===== config.mk =====
export PLATFORM = sky130hd
export DESIGN_NAME = lcm_ctrl
export DESIGN_NICKNAME = d
export VERILOG_FILES = /design/src/verilog/lcm_pkg.sv /design/src/verilog/lcm_seg_mem.sv /design/src/verilog/lcm_ctrl.sv
export SDC_FILE = /design/constraint.sdc
export NUM_CORES = 1
export LEC_CHECK = 0
export BUFFER_PORTS_ARGS = -buffer_cell sky130_fd_sc_hd__buf_4
export CORE_MARGIN = 10
export CORE_UTILIZATION = 55
export CTS_CLUSTER_SIZE = 24
export DETAILED_ROUTE_END_ITERATION = 10
export PLACE_DENSITY = 0.86
export SETUP_SLACK_MARGIN = 0.15
export SYNTH_ARGS = -nofsm -noshare
export SYNTH_HDL_FRONTEND = slang
export SYNTH_SLANG_ARGS = --single-unit

===== constraint.sdc =====
create_clock -name clk -period 4.95 [get_ports clk]
set_input_delay 0.495 -clock clk [delete_from_list [all_inputs] [get_ports clk]]
set_output_delay 0.495 -clock clk [all_outputs]
set_load 0.005 [all_outputs]

===== src/verilog/lcm_pkg.sv =====
// Functional notes
// contrast register bits 7:5 always read 000 and software must write 000 to them.
// contrast bits 4:0 are the supply regulator setpoint code, 00000 lowest (1.90 V) to 11111 highest (3.72 V).
// contrast register sits at page 0x2 address 0x9C, master control at page 0x2 address 0xAB.
// master control bits 7 and 3 always read 0 and software must write 0 to them.
// master control bit 6 enables the display bias generator and resets to 0.
// software may clear bias enable only for static drive, bypass contrast mode and a disabled supply comparator.
// master control bit 5 routes bias to the converter when 1 and resets to 1.
// the shared bias generator runs whenever either the display or the converter asks for bias.
// master control bit 4 passes the undivided low-frequency clock to the display when 1, blocks it when 0.
// master control bit 2 selects reduced charge pump drive when 1 and full drive when 0.
// writing 1 to master control bit 1 forces every segment data register to 0x00.
// the segment data clear bit does not clear itself; software writes it back to 0.
// master control bit 0 turns the display module on when 1 and resets to 0.
// each segment data register holds two 4-bit groups, one per display pin.
// the gated clock is divided by 1, 2 or 4 for divider codes 00, 01, 10; code 11 is reserved.
// while the clear bit reads 1 all segment data registers are held at zero and writes to them do not stick.
// reserved bits are constant zero and writes to them are ignored.
`default_nettype none
package lcm_pkg;

    localparam logic [7:0] LCM_SFR_PAGE        = 8'h02;
    localparam logic [7:0] LCM_CONTRAST_ADDR   = 8'h9C;
    localparam logic [7:0] LCM_MASTER_ADDR     = 8'hAB;
    localparam logic [7:0] LCM_SEG_BASE_ADDR   = 8'h89;
    localparam int         LCM_SEG_REGS        = 16;
    localparam int         LCM_SEG_IDX_W       = 4;

    // contrast register layout
    localparam logic [7:0] LCM_CONTRAST_MASK   = 8'h1F;
    localparam logic [4:0] LCM_CONTRAST_RST    = 5'h00;

    // master control bit positions
    localparam int         LCM_MC_BIAS_EN      = 6;
    localparam int         LCM_MC_CONV_OE      = 5;
    localparam int         LCM_MC_CLK_GATE     = 4;
    localparam int         LCM_MC_LOW_DRV      = 2;
    localparam int         LCM_MC_SEG_CLR      = 1;
    localparam int         LCM_MC_MOD_EN       = 0;
    localparam logic [7:0] LCM_MASTER_MASK     = 8'h77;
    localparam logic [7:0] LCM_MASTER_RST      = 8'h20;

    // clock divider codes
    localparam logic [1:0] LCM_DIV1            = 2'h0;
    localparam logic [1:0] LCM_DIV2            = 2'h1;
    localparam logic [1:0] LCM_DIV4            = 2'h2;

    typedef struct packed {
        logic [7:0] page;
        logic [7:0] addr;
        logic       wr;
        logic       rd;
        logic [7:0] wdata;
    } lcm_sfr_req_t;

    typedef struct packed {
        logic [4:0] contrastCode;
        logic       biasGeneratorOn;
        logic       displayBiasEnable;
        logic       converterBiasOutputEnable;
        logic       pumpReducedDrive;
        logic       displayModuleEnable;
        logic       segmentDataClear;
    } lcm_ctrl_t;

endpackage
`default_nettype wire


===== src/verilog/lcm_seg_mem.sv =====
`timescale 1ns/1ps
`default_nettype none
module lcm_seg_mem (
    // clock and reset
    input  wire logic                             clk,
    input  wire logic                             sys_rst,
    // write port
    input  wire logic                             wrEn,
    input  wire logic [lcm_pkg::LCM_SEG_IDX_W-1:0] wrIdx,
    input  wire logic [7:0]                       wrData,
    input  wire logic                             clearAll,
    // stored contents, one byte per register
    output logic [8*lcm_pkg::LCM_SEG_REGS-1:0]    segAll
);
    import lcm_pkg::*;

    logic [7:0] mem_reg [LCM_SEG_REGS];

    genvar g;
    generate
        for (g = 0; g < LCM_SEG_REGS; g++) begin : gSeg
            assign segAll[8*g +: 8] = mem_reg[g];
            always_ff @(posedge clk or posedge sys_rst) begin
                if (sys_rst) begin
                    mem_reg[g] <= 8'h00;
                // clear holds zero
                end else if (clearAll) begin
                    mem_reg[g] <= 8'h00;
                // two pin nibbles
                end else if (wrEn && wrIdx == LCM_SEG_IDX_W'(g)) begin
                    mem_reg[g] <= wrData;
                end
            end
        end
    endgenerate

endmodule
`default_nettype wire


===== src/verilog/lcm_ctrl.sv =====
`timescale 1ns/1ps
`default_nettype none
module lcm_ctrl (
    // clock and reset
    input  wire logic                          clk,
    input  wire logic                          sys_rst,
    // special function register access
    input  wire lcm_pkg::lcm_sfr_req_t         sfrReq,
    output logic [7:0]                         sfrRdata,
    // display clock source and divider select
    input  wire logic                          lfoClkIn,
    input  wire logic [1:0]                    displayClockDivider,
    // controls to the analog and display logic
    output lcm_pkg::lcm_ctrl_t                 ctrlOut,
    output logic                               displayClockGated,
    output logic                               displayClockDivided,
    output logic [8*lcm_pkg::LCM_SEG_REGS-1:0] segmentData
);
    import lcm_pkg::*;

    ////////////////////////////////////////////////////////////////////////////
    // decode
    logic       pageHit;
    logic       hitContrast;
    logic       hitMaster;
    logic       hitSeg;
    logic [7:0] segOffset;
    assign pageHit     = (sfrReq.page == LCM_SFR_PAGE);
    // R3 register addresses
    assign hitContrast = pageHit && (sfrReq.addr == LCM_CONTRAST_ADDR);
    assign hitMaster   = pageHit && (sfrReq.addr == LCM_MASTER_ADDR);
    assign segOffset   = sfrReq.addr - LCM_SEG_BASE_ADDR;
    assign hitSeg      = pageHit && (sfrReq.addr >= LCM_SEG_BASE_ADDR)
                         && (segOffset < 8'(LCM_SEG_REGS));

    ////////////////////////////////////////////////////////////////////////////
    // registers
    logic [4:0] contrast_reg;
    logic [4:0] contrast_next;
    logic [7:0] master_reg;
    logic [7:0] master_next;

    // reserved bits dropped
    assign contrast_next = (sfrReq.wr && hitContrast) ? sfrReq.wdata[4:0] : contrast_reg;
    // reserved bits masked
    assign master_next   = (sfrReq.wr && hitMaster) ? (sfrReq.wdata & LCM_MASTER_MASK) : master_reg;

    always_ff @(posedge clk or posedge sys_rst) begin
        if (sys_rst) begin
            contrast_reg <= LCM_CONTRAST_RST;
            // reset values
            master_reg   <= LCM_MASTER_RST;
        end else begin
            contrast_reg <= contrast_next;
            // clear bit stays until rewritten
            master_reg   <= master_next;
        end
    end

    ////////////////////////////////////////////////////////////////////////////
    // segment data
    logic segClear;
    // clear on the writing edge
    assign segClear = master_next[LCM_MC_SEG_CLR];

    lcm_seg_mem uSegMem (
        .clk      (clk),
        .sys_rst  (sys_rst),
        .wrEn     (sfrReq.wr && hitSeg),
        .wrIdx    (segOffset[LCM_SEG_IDX_W-1:0]),
        .wrData   (sfrReq.wdata),
        .clearAll (segClear),
        .segAll   (segmentData)
    );

    ////////////////////////////////////////////////////////////////////////////
    // read back
    logic [7:0] rdSel;
    logic [7:0] segByte;
    logic [7:0] rdata_reg;
    assign segByte = segmentData[8*segOffset[LCM_SEG_IDX_W-1:0] +: 8];
    // reserved read zero
    assign rdSel = hitContrast ? {3'h0, contrast_reg} :
                   hitMaster   ? master_reg :
                   hitSeg      ? segByte : 8'h00;

    always_ff @(posedge clk or posedge sys_rst) begin
        if (sys_rst) begin
            rdata_reg <= 8'h00;
        end else if (sfrReq.rd) begin
            rdata_reg <= rdSel;
        end
    end
    assign sfrRdata = rdata_reg;

    ////////////////////////////////////////////////////////////////////////////
    // control outputs
    lcm_ctrl_t ctrl_reg;
    lcm_ctrl_t ctrl_next;
    logic      biasEnNext;
    logic      convOeNext;

    assign biasEnNext = master_next[LCM_MC_BIAS_EN];
    assign convOeNext = master_next[LCM_MC_CONV_OE];
    assign ctrl_next  = '{
        // setpoint code
        contrastCode:              contrast_next,
        // shared generator
        biasGeneratorOn:           biasEnNext | convOeNext,
        // bias enable
        displayBiasEnable:         biasEnNext,
        // converter bias
        converterBiasOutputEnable: convOeNext,
        // pump drive
        pumpReducedDrive:          master_next[LCM_MC_LOW_DRV],
        // module enable
        displayModuleEnable:       master_next[LCM_MC_MOD_EN],
        segmentDataClear:          master_next[LCM_MC_SEG_CLR]
    };

    // outputs reset to the register reset values, so the converter keeps its bias through reset
    always_ff @(posedge clk or posedge sys_rst) begin
        if (sys_rst) begin
            ctrl_reg.contrastCode              <= LCM_CONTRAST_RST;
            ctrl_reg.biasGeneratorOn           <= LCM_MASTER_RST[LCM_MC_BIAS_EN]
                                                  | LCM_MASTER_RST[LCM_MC_CONV_OE];
            ctrl_reg.displayBiasEnable         <= LCM_MASTER_RST[LCM_MC_BIAS_EN];
            ctrl_reg.converterBiasOutputEnable <= LCM_MASTER_RST[LCM_MC_CONV_OE];
            ctrl_reg.pumpReducedDrive          <= LCM_MASTER_RST[LCM_MC_LOW_DRV];
            ctrl_reg.displayModuleEnable       <= LCM_MASTER_RST[LCM_MC_MOD_EN];
            ctrl_reg.segmentDataClear          <= LCM_MASTER_RST[LCM_MC_SEG_CLR];
        end else begin
            ctrl_reg <= ctrl_next;
        end
    end
    assign ctrlOut = ctrl_reg;

    ////////////////////////////////////////////////////////////////////////////
    // display clock gate and divider
    logic       gateOn;
    logic       gated_reg;
    logic       gatePrev_reg;
    logic       gateRise;
    logic       gateFall;
    logic [1:0] divCnt_reg;
    logic [1:0] divCnt_inc;
    logic [1:0] divCnt_next;
    logic       divided_reg;
    logic       divided_next;
    logic       divNow;
    logic       divKeepHigh;

    // clock gate
    assign gateOn       = master_reg[LCM_MC_CLK_GATE];
    assign gateRise     = gated_reg && !gatePrev_reg;
    assign gateFall     = !gated_reg && gatePrev_reg;
    assign divCnt_inc   = divCnt_reg + 2'h1;
    // closing the gate restarts the divider, so a fresh enable begins on a rising edge
    assign divCnt_next  = !gateOn ? 2'h0 : (gateRise ? divCnt_inc : divCnt_reg);
    // divide by 1, 2 or 4
    assign divNow       = (displayClockDivider == LCM_DIV2) ? (divCnt_reg[0] == 1'b0) :
                          (displayClockDivider == LCM_DIV4) ? (divCnt_reg == 2'h0) : 1'b1;
    // reserved code 11 behaves as divide by 1
    assign divKeepHigh  = ((displayClockDivider == LCM_DIV2) || (displayClockDivider == LCM_DIV4))
                          && divCnt_reg[0];
    assign divided_next = !gateOn              ? 1'b0 :
                          (gateRise && divNow) ? 1'b1 :
                          gateFall             ? (divKeepHigh && divided_reg) : divided_reg;

    always_ff @(posedge clk or posedge sys_rst) begin
        if (sys_rst) begin
            gated_reg    <= 1'b0;
            gatePrev_reg <= 1'b0;
            divCnt_reg   <= 2'h0;
            divided_reg  <= 1'b0;
        end else begin
            gated_reg    <= lfoClkIn & gateOn;
            gatePrev_reg <= gated_reg;
            divCnt_reg   <= divCnt_next;
            divided_reg  <= divided_next;
        end
    end
    assign displayClockGated   = gated_reg;
    assign displayClockDivided = divided_reg;

endmodule
`default_nettype wire


==> results.md, run 1 <==
- Clk pin slew, worst setup/hold paths: roughly 0.060 ns
- CP Data Arrival Time: ~3.7 ns
- Area contributors post-synth: dfrtp_1 (46%), mux4_2 (9.3%), a21oi_1 (5.4%), mux2i_1 (5.2%), o21ai_0 (4.0%)
- Antenna violations before repair: 0
- Commonest cells post-synth: dfrtp_1 (151), a21oi_1 (89), o21ai_0 (66)
- Skew final: between 0.009 and 0.01 ns
- Worst path slowest cell: or4_1
- Slew Viols, Final: 0
- Max-cap violations: 0
- Number of synthesized register bits: between 150 and 200
- Synth area leader: dfrtp_1
- GR peak layer: met2
- Buffers on Ports: roughly 180
- Row count: 44
- R2r worst-path depth: 5
- ANT nets after route: 0
- Multiplexer area fraction after synthesis: 16.51%
- Leak: 4.857 nW
- Die Height: around 140 um
- Hold Path Class: in -> async
- Most frequent cell after synthesis: dfrtp_1
- Global-route wire length before repair: approximately 43000 um
- Crit-path leading delay family: simple AND/OR/NAND/NOR gates
- Worst VDD drop: about 0.00022 V
- Final worst slack: ~1.6 ns
- Post-route DRC: 0
- First DRT Iteration DRCs: approximately 1300
- Setup-failing EPs final: 0
- # H-tree levels: 4
- Synth Net Count: 830
- TritonCTS buffer count: 17
- Dpl ws: ~1.2 ns
- Total Wirelength: about 28000 um
- Count of flip-flops with a built-in enable after synthesis: 0
- Data required time of the worst path: approximately 5.3 ns
- F_max: approximately 300 MHz
- Number of flip-flops in the largest register: roughly 130
- Setup crit end kind: flip-flop
- Setup_tns: 0 ns
- Met2 Use GR: 42.92%
- Vias in the first global route: a little under 8000
- Syn avg cell area: slightly above 10 um^2
- Met1 Use GR: roughly 33%
- Total number of vias: around 7700
- Ports: between 150 and 200
- Setup bufs post-CTS: 0
- Worst-Skew Late Latency: between 0.4 and 0.5 ns
- CP bufs+invs: 2
- Drt first pass iters: 7
- Layout cell share with drive strength beyond 1: between 30% and 40%
- Clock sinks: between 150 and 200
- Yosys warns: 0
- Pwr Density: about 270 nW/um^2
- Post-CTS resize count: 0
- Post-Synth Simple-Gate Area: approximately 16%
- Die width: between 100 and 150 um
- Main combinational cell family by area after synthesis: multiplexers
- Crit path cell chain: buf_4 > inv_1 > ha_1 > nand2b_1 > a31oi_1 > or4_1 > or3_4 > o21ai_0
- Unrepaired setup endpoints after global routing: false
- Vias per cell: between 6 and 7
- Area delta synth->final: 23.17%
- Initial Utilization: 56.22%
- Post-Synthesis Cells: 792
- Final hold viol count: 0
- Slew @ Worst Pin: 1.090 ns
- CTS root buf: clkbuf_16
- CP startpoint: sfrReq[10]
- Netlist area before placement: between 8000 and 9000 um^2
- CP Max Fanout: 42
- Synth Flop Type: dfrtp_1
- Fin nets: between 900 and 1000
- # fillers: ~1100
- R2r endpoint: sfrRdata[0]$_DFFE_PP0P_
- GRT Overall Usage: around 27%
- Worst Setup Start Kind: input pin
- Post-synthesis cell type count: 59
- XOR/XNOR Fraction of Synth Area: less than 1%
- Die area: roughly 20000 um^2
- Yosys top cell area share: between 40 and 50%
- Flop2flop setup slack: between 3 and 4 ns
- Final Wtd Congestion: ~0.94
- Largest net degree at the start of global routing: 58
- N_diodes: 0
- Ys async rst share: 100.0%
- Hold Buf Count CTS: 0
- Complex-gate fraction of the synthesized area: ~14%
- CTS tree: built
- Status: finished, final reports clean
- Slew HR: a little over a quarter
- Worst path depth: 8
- WL/cell: 25.21 um
- Worst r2r src: uSegMem.segAll[32]$_DFFE_PP0P_
- Critical path type: in -> reg
- CP Capture Point: sfrRdata[3]$_DFFE_PP0P_
- Met3 Use GR: 8.845%
- Total congestion overflow: 0
- Max incr delay on CP: 1.00 ns
- Seq/Total Area, Yosys: 46.71%
- Core box area: ~15000 um^2
- Final HPWL from detailed placement: 19430 um
- Adder-cell share of the synthesized area: under 10%
- Clock tree buffer depth: 2
- Minimum clock period after layout: between 3 and 4 ns
- Crit share post-route: between 60 and 70%
cell usage in the layout, fill, tap and decap left out, drive strengths merged, types with 7 or more instances in the layout:
| cell type | n |
|---|---|
| mux4 | 34 |
| mux2 | 14 |
| nand4 | 32 |
| nand2 | 59 |
| inv | 15 |
| and2 | 7 |
| or3 | 8 |
| o22ai | 8 |
| dfrtp | 151 |
| a21oi | 89 |
| o21ai | 69 |
| nor2 | 45 |
| ha | 7 |
| clkbuf | 22 |
| nand3 | 61 |
| buf | 196 |
| mux2i | 43 |
cells by family (layout without fill, tap and decap cells):
| group | after synthesis | in the layout |
|---|---|---|
| AND/OR/NAND/NOR | 248 | 248 |
| AO/OA/AOI/OAI | 195 | 195 |
| flip-flops | 153 | 153 |
| buffers and inverters | 95 | 241 |
| multiplexers | 91 | 91 |
| adder cells (fa/ha/maj) | 7 | 7 |
| XOR/XNOR | 3 | 3 |
worst min-delay path by stage:
| stage | end | start | depth (start not counted) |
|---|---|---|---|
| 2_1_floorplan | gatePrev_reg$_DFF_PP0_ | displayClockGated$_DFF_PP0_ | 0 |
| 3_3_place_gp | gatePrev_reg$_DFF_PP0_ | displayClockGated$_DFF_PP0_ | 0 |
| 3_5_place_dp | gatePrev_reg$_DFF_PP0_ | displayClockGated$_DFF_PP0_ | 0 |
| 4_1_cts | uSegMem.segAll[60]$_DFFE_PP0P_ | sys_rst | 2 |
| 5_1_grt | uSegMem.segAll[60]$_DFFE_PP0P_ | sys_rst | 2 |
| 6_report | uSegMem.segAll[60]$_DFFE_PP0P_ | sys_rst | 2 |
layout make-up:
class	count	area, um^2	share of cell area, %
Timing Repair Buffer	196	1484	14.69
Multi-Input combinational cell	544	3945	39.05
Tap cell	184	230.2	2.279
Sequential cell	153	3831	37.92
Clock buffer	22	464.2	4.595
Clock inverter	10	93.84	0.9289
Inverter	13	53.80	0.5326
metrics by stage:
stage | power (mW) | hold slack [ns] | cells | util, % | cell area (um^2)
CTS | 2.705 | 0.1241 | 1122 | 69.25 | 10100
finish | 2.710 | 0.1064 | 1122 | 69.25 | 10100
global placement | 1.475 | 0.4254 | 1090 | 65.42 | 9544
floorplan | 1.412 | 0.4217 | 792 | - | 8202
detailed placement | 1.477 | 0.4337 | 1090 | 65.42 | 9544
global route | 2.777 | 0.1645 | 1122 | 69.25 | 10100
layer usage:
metal	wire length [um]	up-vias
met4	1297	0
met3	3693	131
met2	13350	668
li1	-	3181
met5	0	-
met1	9940	3697
report_power, final:
part	switching [mW]	internal (mW)	total, mW	leakage (nW)
logic	0.143	0.0609	0.204	2.46
registers	0.00229	1.25	1.26	2.13
clock network	0.531	0.719	1.25	0.267
total	0.677	2.03	2.71	4.86
(Power assumes the default switching activity.)
==> run 2, diff against run 1 <==
- CORE_UTILIZATION: 55 -> 50
- PLACE_DENSITY: 0.86 -> 0.82
- clock period: 4.95 -> 3.03 ns (I/O delays scaled with it)
==> results.md, run 2 (synthesis gave the netlist of run 1 again) <==
- Final Wtd Congestion: 0.9506 (was 0.9446)
- Worst Setup Start Kind: input pin (unchanged)
- Max incr delay on CP: 0.69 ns (was 1.00 ns)
- Dpl cell area: 9761 um^2 (was 9544 um^2)
- Met1 Use GR: 31.39% (was 33.46%)
- Post-route DRC: 0 (unchanged)
- CTS root buf: clkbuf_16 (unchanged)
- Layout cell share with drive strength beyond 1: 32.81% (was 31.45%)
- Commonest non-fill, non-tap cell in the layout: buf_4 (unchanged)
- Met3 Use GR: 6.584% (was 8.845%)
- Buffers on Ports: 179 (unchanged)
- WL/cell: 24.67 um (was 25.21 um)
- Antenna violations before repair: 0 (unchanged)
- Clock tree buffer depth: 2 (unchanged)
- Crit share post-route: just over 70%
- Number of flip-flops in the largest register: 128 (unchanged)
- Inst Count DP: 1139 (was 1090)
- Crit path cell chain: buf_4 > or4_1 > and2_4 > a2111oi_4 > buf_4 > nand4_1 > a21oi_1 (was buf_4 > inv_1 > ha_1 > nand2b_1 > a31oi_1 > or4_1 > or3_4 > o21ai_0)
- Pwr Density: 428.3 nW/um^2 (was 268.2 nW/um^2)
- Final HPWL from detailed placement: 20160 um (was 19430 um)
- Row count: 46 (was 44)
- Drt first pass iters: 5 (was 7)
- Worst path depth: 7 (was 8)
- Most frequent cells in the layout: buf_4 (208), dfrtp_1 (151), a21oi_1 (89), o21ai_0 (66), nand3_1 (60) (was buf_4 (195), dfrtp_1 (151), a21oi_1 (89), o21ai_0 (66), nand3_1 (60))
- Clock sinks: 153 (unchanged)
- Crit-path leading delay family: simple AND/OR/NAND/NOR gates (unchanged)
- Critical path type: in -> reg (unchanged)
- Minimum clock period after layout: ~2.2 ns
- Die Height: 148.1 um (was 142.1 um)
- Largest net degree at the start of global routing: 154 (was 58)
- GR peak layer: met2 (unchanged)
- Worst r2r src: uSegMem.segAll[32]$_DFFE_PP0P_ (unchanged)
- Status: finished, final reports clean (unchanged)
- Worst-Skew Late Latency: 0.43 ns (was 0.44 ns)
- TritonCTS buffer count: 17 (unchanged)
- Die area: 21930 um^2 (was 20200 um^2)
- CP bufs+invs: 2 (unchanged)
- Vias per cell: 6.532 (was 6.842)
- Setup crit end kind: flip-flop (unchanged)
- Post-CTS resize count: 0 (unchanged)
- Die width: 148.1 um (was 142.1 um)
- # H-tree levels: 4 (unchanged)
- CP dominant cell by count: buf_4
- Total congestion overflow: 0 (unchanged)
- Non-Filler Instances: 1170 (was 1122)
- Area delta synth->final: 25.77% (was 23.17%)
- N_diodes: 0 (unchanged)
- Ports: 180 (unchanged)
- Total Wirelength: 28860 um (was 28280 um)
- Slew HR: 43.33% (was 26.70%)
- Slew Viols, Final: 0 (unchanged)
- Clk pin slew, worst setup/hold paths: 0.06 ns (about the same)
- Worst path slowest cell: or4_1 (unchanged)
- Total number of vias: 7642 (was 7677)
- Slew @ Worst Pin: 0.8500 ns (was 1.090 ns)
- Initial Utilization: 51.26% (was 56.22%)
- Hold Buf Count CTS: 0 (unchanged)
- Worst VDD drop: 0.0004309 V (was 0.0002163 V)
- GRT Overall Usage: 25.79% (was 27.44%)
- F_max: 456.5 MHz
- CP Data Arrival Time: 2.53 ns (was 3.74 ns)
- Leak: 4.946 nW (was 4.857 nW)
- Global-route wire length before repair: 44350 um (was 43420 um)
- Final hold viol count: 0 (unchanged)
- Vias in the first global route: 7704 (was 7728)
- Hold Path Class: in -> async (unchanged)
- ANT nets after route: 0 (unchanged)
- R2r worst-path depth: 5 (unchanged)
- Max-cap violations: 0 (unchanged)
- Data required time of the worst path: 3.37 ns (was 5.30 ns)
- CP Max Fanout: 21 (was 42)
- Setup_tns: 0 ns (unchanged)
- Met2 Use GR: 41.16% (was 42.92%)
- Fin nets: 980 (was 963)
- Skew final: 0.007918 ns (was 0.009045 ns)
- First DRT Iteration DRCs: 989 (was 1264)
- Setup bufs post-CTS: 0 (unchanged)
- CTS tree: built (unchanged)
- Final instance area: 10310 um^2 (was 10100 um^2)
- Unrepaired setup endpoints after global routing: false (unchanged)
- Core box area: 16000 um^2 (was 14590 um^2)
- Setup-failing EPs final: 0 (unchanged)
- R2r endpoint: sfrRdata[0]$_DFFE_PP0P_ (unchanged)
- Flop2flop setup slack: 1.22 ns (was 3.06 ns)
## run 2: cell count changes in the layout (fill, tap and decap cells not counted), sizes merged
cell and delta:
inv -1, clkinvlp +2, buf +17, clkbuf -2
## run 2: worst min-delay path, stage by stage
cell and delay, ns:
buf_4 0.12, clkinvlp_4 0.07, buf_12 0.53
## run 2: worst max path at each step
stage                           from                              to  slack (ns)
final                     sfrReq[12]  uSegMem.segAll[47]$_DFFE_PP0P_        0.84
after global routing      sfrReq[10]  uSegMem.segAll[46]$_DFFE_PP0P_        0.72
after CTS                 sfrReq[12]  uSegMem.segAll[47]$_DFFE_PP0P_        0.90
after detailed placement  sfrReq[10]         sfrRdata[1]$_DFFE_PP0P_        0.47
after global placement    sfrReq[10]         sfrRdata[1]$_DFFE_PP0P_        0.49
after floorplan           sfrReq[10]         sfrRdata[7]$_DFFE_PP0P_        0.16
## run 2: cell type report
cell class	count	area [um^2]
Sequential cell	153	3831
Clock inverter	11	97.59
Timing Repair Buffer	213	1662
Tap cell	216	270.3
Multi-Input combinational cell	544	3945
Inverter	13	52.55
Clock buffer	20	456.7
Fill cell	1241	5685
## run 2: report_power, final
part	internal, mW	switching (mW)	leakage (nW)
clock network	1.17	0.851	0.264
logic	0.110	0.240	2.56
registers	2.05	0.00368	2.13
total	3.32	1.09	4.95
## run 2: metrics by stage
stage / power (mW) / hold WS [ns] / util, % / setup WS, ns
after CTS: 4.417 / 0.08111 / 64.47 / 0.8995
after detailed placement: 2.431 / 0.4397 / 61.00 / 0.4703
after floorplan: 2.310 / 0.4217 / - / 0.1647
final: 4.418 / 0.07060 / 64.47 / 0.8393
after global placement: 2.427 / 0.4312 / 61.00 / 0.4885
after global routing: 4.531 / 0.09684 / 64.47 / 0.7202
## run 2: metal layers
metal	vias up	share of wire, %
li1	3221	-
met1	3729	36
met2	577	47
met3	115	12
met4	0	5.4
met5	-	0
==> run 3, diff against run 2 <==
- CORE_UTILIZATION: 50 -> 55
- PLACE_DENSITY: 0.82 -> 0.86
- clock period: 3.03 -> 2.17 ns (I/O delays scaled with it)
==> results.md, run 3 (synthesis gave the netlist of run 1 again) <==
- Status: finished, final reports clean (unchanged)
- Worst r2r src: uSegMem.segAll[34]$_DFFE_PP0P_ (was uSegMem.segAll[32]$_DFFE_PP0P_)
- Worst Hold End: ctrlOut[7]$_DFFE_PP0P_
- WL/cell: 25.40 um (was 24.67 um)
- N_diodes: 0 (unchanged)
- Setup bufs post-CTS: 0 (unchanged)
- ANT nets after route: 0 (unchanged)
- Flop2flop setup slack: 0.22 ns (was 1.22 ns)
- Slew Viols, Final: 0 (unchanged)
- Worst Setup Start Kind: flip-flop (was input pin)
- First DRT Iteration DRCs: 1308 (was 989)
- Comb pwr share: 9.1% (was 7.9%)
- Total number of vias: 8130 (was 7642)
- CP Max Fanout: 3 (was 21)
- Minimum clock period after layout: slightly below 2 ns
- CTS root buf: clkbuf_16 (unchanged)
- Total Wirelength: 30180 um (was 28860 um)
- Antenna violations before repair: 0 (unchanged)
- Final Core Density: 74.45% (was 64.47%)
- Most frequent cells in the layout: buf_4 (247), dfrtp_1 (151), a21oi_1 (89), o21ai_0 (62), nand3_1 (59) (was buf_4 (208), dfrtp_1 (151), a21oi_1 (89), o21ai_0 (66), nand3_1 (60))
- Switch share: 24.95% (was 24.77%)
- Row count: 44 (was 46)
- R2r endpoint: sfrRdata[2]$_DFFE_PP0P_ (was sfrRdata[0]$_DFFE_PP0P_)
- GRT Overall Usage: 29.30% (was 25.79%)
- Final hold slack: 0.04308 ns (was 0.07060 ns)
- Largest net degree at the start of global routing: 93 (was 154)
- Initial Utilization: 56.22% (was 51.26%)
- Met1 Use GR: 36.29% (was 31.39%)
- Buffers on Ports: 179 (unchanged)
- Hold Path Class: in -> reg (was in -> async)
- Final worst slack: 0.2170 ns (was 0.8393 ns)
- Max-cap violations: 0 (unchanged)
- Die width: 142.1 um (was 148.1 um)
- Critical path type: reg -> reg (was in -> reg)
- Worst VDD drop: 0.0005798 V (was 0.0004309 V)
- CP Data Arrival Time: 2.28 ns (was 2.53 ns)
- Worst path slowest cell: mux4_2 (was or4_1)
- TritonCTS buffer count: 17 (unchanged)
- Clk pin slew, worst setup/hold paths: 0.06 ns (about the same)
- Int Pwr: 4.764 mW (was 3.323 mW)
- Startpoint of the worst hold path: sfrReq[1]
- CP bufs+invs: 0 (was 2)
- Vias in the first global route: 8061 (was 7704)
- Clock power share: 45.8% (was 45.6%)
- # H-tree levels: 4 (unchanged)
- Core box area: 14590 um^2 (was 16000 um^2)
- Layout cell share with drive strength beyond 1: 37.15% (was 32.81%)
- Met2 Use GR: 45.91% (was 41.16%)
- F_max: slightly above 500 MHz
- Die Height: 142.1 um (was 148.1 um)
- Crit-path leading delay family: multiplexers (was simple AND/OR/NAND/NOR gates)
- Global-route wire length before repair: 46530 um (was 44350 um)
- Clock tree buffer depth: 2 (unchanged)
- Fin nets: 1030 (was 980)
- Commonest non-fill, non-tap cell in the layout: buf_4 (unchanged)
- Crit share post-route: between 80% and 90%
- Total congestion overflow: 0 (unchanged)
- Reg power frac: 45.1% (was 46.4%)
- Crit path cell chain: mux4_2 > mux2_2 > a222oi_1 > or3_1 > a21oi_1 (was buf_4 > or4_1 > and2_4 > a2111oi_4 > buf_4 > nand4_1 > a21oi_1)
- Post-route DRC: 0 (unchanged)
- CTS tree: built (unchanged)
- Vias per cell: 6.843 (was 6.532)
- Area delta synth->final: 32.43% (was 25.77%)
- Dpl ws: -0.2262 ns (was 0.4703 ns)
- Leak: 5.241 nW (was 4.946 nW)
- Slew @ Worst Pin: 0.9859 ns (was 0.8500 ns)
- Max incr delay on CP: 0.52 ns (was 0.69 ns)
- # fillers: 963 (was 1241)
- Worst-Skew Late Latency: 0.44 ns (was 0.43 ns)
- Final HPWL from detailed placement: 21290 um (was 20160 um)
- Skew final: 0.006941 ns (was 0.007918 ns)
- Hold depth: 2
- Final Wtd Congestion: 0.9387 (was 0.9506)
- Unrepaired setup endpoints after global routing: false (unchanged)
- R2r worst-path depth: 5 (unchanged)
- Number of flip-flops in the largest register: 128 (unchanged)
- Data required time of the worst path: 2.50 ns (was 3.37 ns)
- GR peak layer: met2 (unchanged)
- Pwr Density: 584.4 nW/um^2 (was 428.3 nW/um^2)
- Clock sinks: 153 (unchanged)
- Met3 Use GR: 9.646% (was 6.584%)
- Ports: 180 (unchanged)
- Drt first pass iters: 8 (was 5)
- Slew HR: 33.73% (was 43.33%)
- Setup-failing EPs final: 0 (unchanged)
- Final hold viol count: 0 (unchanged)
- Die area: 20200 um^2 (was 21930 um^2)
- NetSw: 1.584 mW (was 1.094 mW)
- Setup crit end kind: flip-flop (unchanged)
==> run 3: cell count changes in the layout (fill, tap and decap cells not counted), sizes merged <==
| cell | delta |
|---|---|
| buf | +48 |
| clkbuf | +1 |
| clkinv | +1 |
| clkinvlp | -2 |
| dlygate4sd3 | +2 |
==> run 3: worst max-delay path by stage <==
stage                                        start                             end  slack [ns]  cells past startpoint
CTS                                     sfrReq[10]  uSegMem.segAll[52]$_DFFE_PP0P_        0.20                      9
finish              uSegMem.segAll[34]$_DFFE_PP0P_         sfrRdata[2]$_DFFE_PP0P_        0.22                      5
global route                            sfrReq[10]  uSegMem.segAll[96]$_DFFE_PP0P_        0.16                      8
floorplan                               sfrReq[10]         sfrRdata[3]$_DFFE_PP0P_       -0.16                     11
global placement                        sfrReq[10]         sfrRdata[6]$_DFFE_PP0P_       -0.14                      8
detailed placement                      sfrReq[10]  uSegMem.segAll[43]$_DFFE_PP0P_       -0.23                      9
==> run 3: worst reg2reg max path, delay by kind of cell, from the launching register on <==
kind | cells | cell delay, ns
multiplexers | 2 | 0.80
AO/OA/AOI/OAI | 2 | 0.43
flip-flops | 1 | 0.43
AND/OR/NAND/NOR | 1 | 0.17
==> run 3: through the flow <==
stage | std cells | power, mW | cell area (um^2) | TNS [ns]
after floorplan | 792 | 3.260 | 8397 | -1.754
after global placement | 1155 | 3.467 | 10260 | -4.850
after detailed placement | 1155 | 3.473 | 10260 | -7.265
after CTS | 1188 | 6.339 | 10850 | 0
after global routing | 1188 | 6.472 | 10860 | 0
final | 1188 | 6.347 | 10860 | 0
==> run 3: layer usage <==
metal / part of all wire [%] / up-vias
li1: - / 3318
met1: 35 / 3919
met2: 46 / 746
met3: 14 / 147
met4: 4.7 / 0
met5: 0 / -
==> run 3: layout make-up <==
type | count | area (um^2) | share of cell area [%]
multi-input cells | 544 | 4028 | 37.08
flip-flops and latches | 153 | 3831 | 35.27
well taps | 184 | 230.2 | 2.120
clock inverters | 10 | 91.34 | 0.8409
inverters | 13 | 55.05 | 0.5069
clock buffers | 21 | 480.5 | 4.423
repair buffers | 263 | 2146 | 19.76
==> run 3: power groups by stage <==
stage | sequential, mW | clock (mW) | combinational, mW
finish | 2.86 | 2.91 | 0.577
global route | 2.86 | 3.00 | 0.607
CTS | 2.86 | 2.91 | 0.562
detailed placement | 2.92 | 0 | 0.557
global placement | 2.92 | 0 | 0.551
floorplan | 2.92 | 0 | 0.344
==> run 3: what timing repair did <==
action | in CTS | in global routing
resized for setup | 0 | 3
setup endpoints to repair | 0 | 20
hold endpoints to repair | 152 | 0
hold buffers | 2 | 0
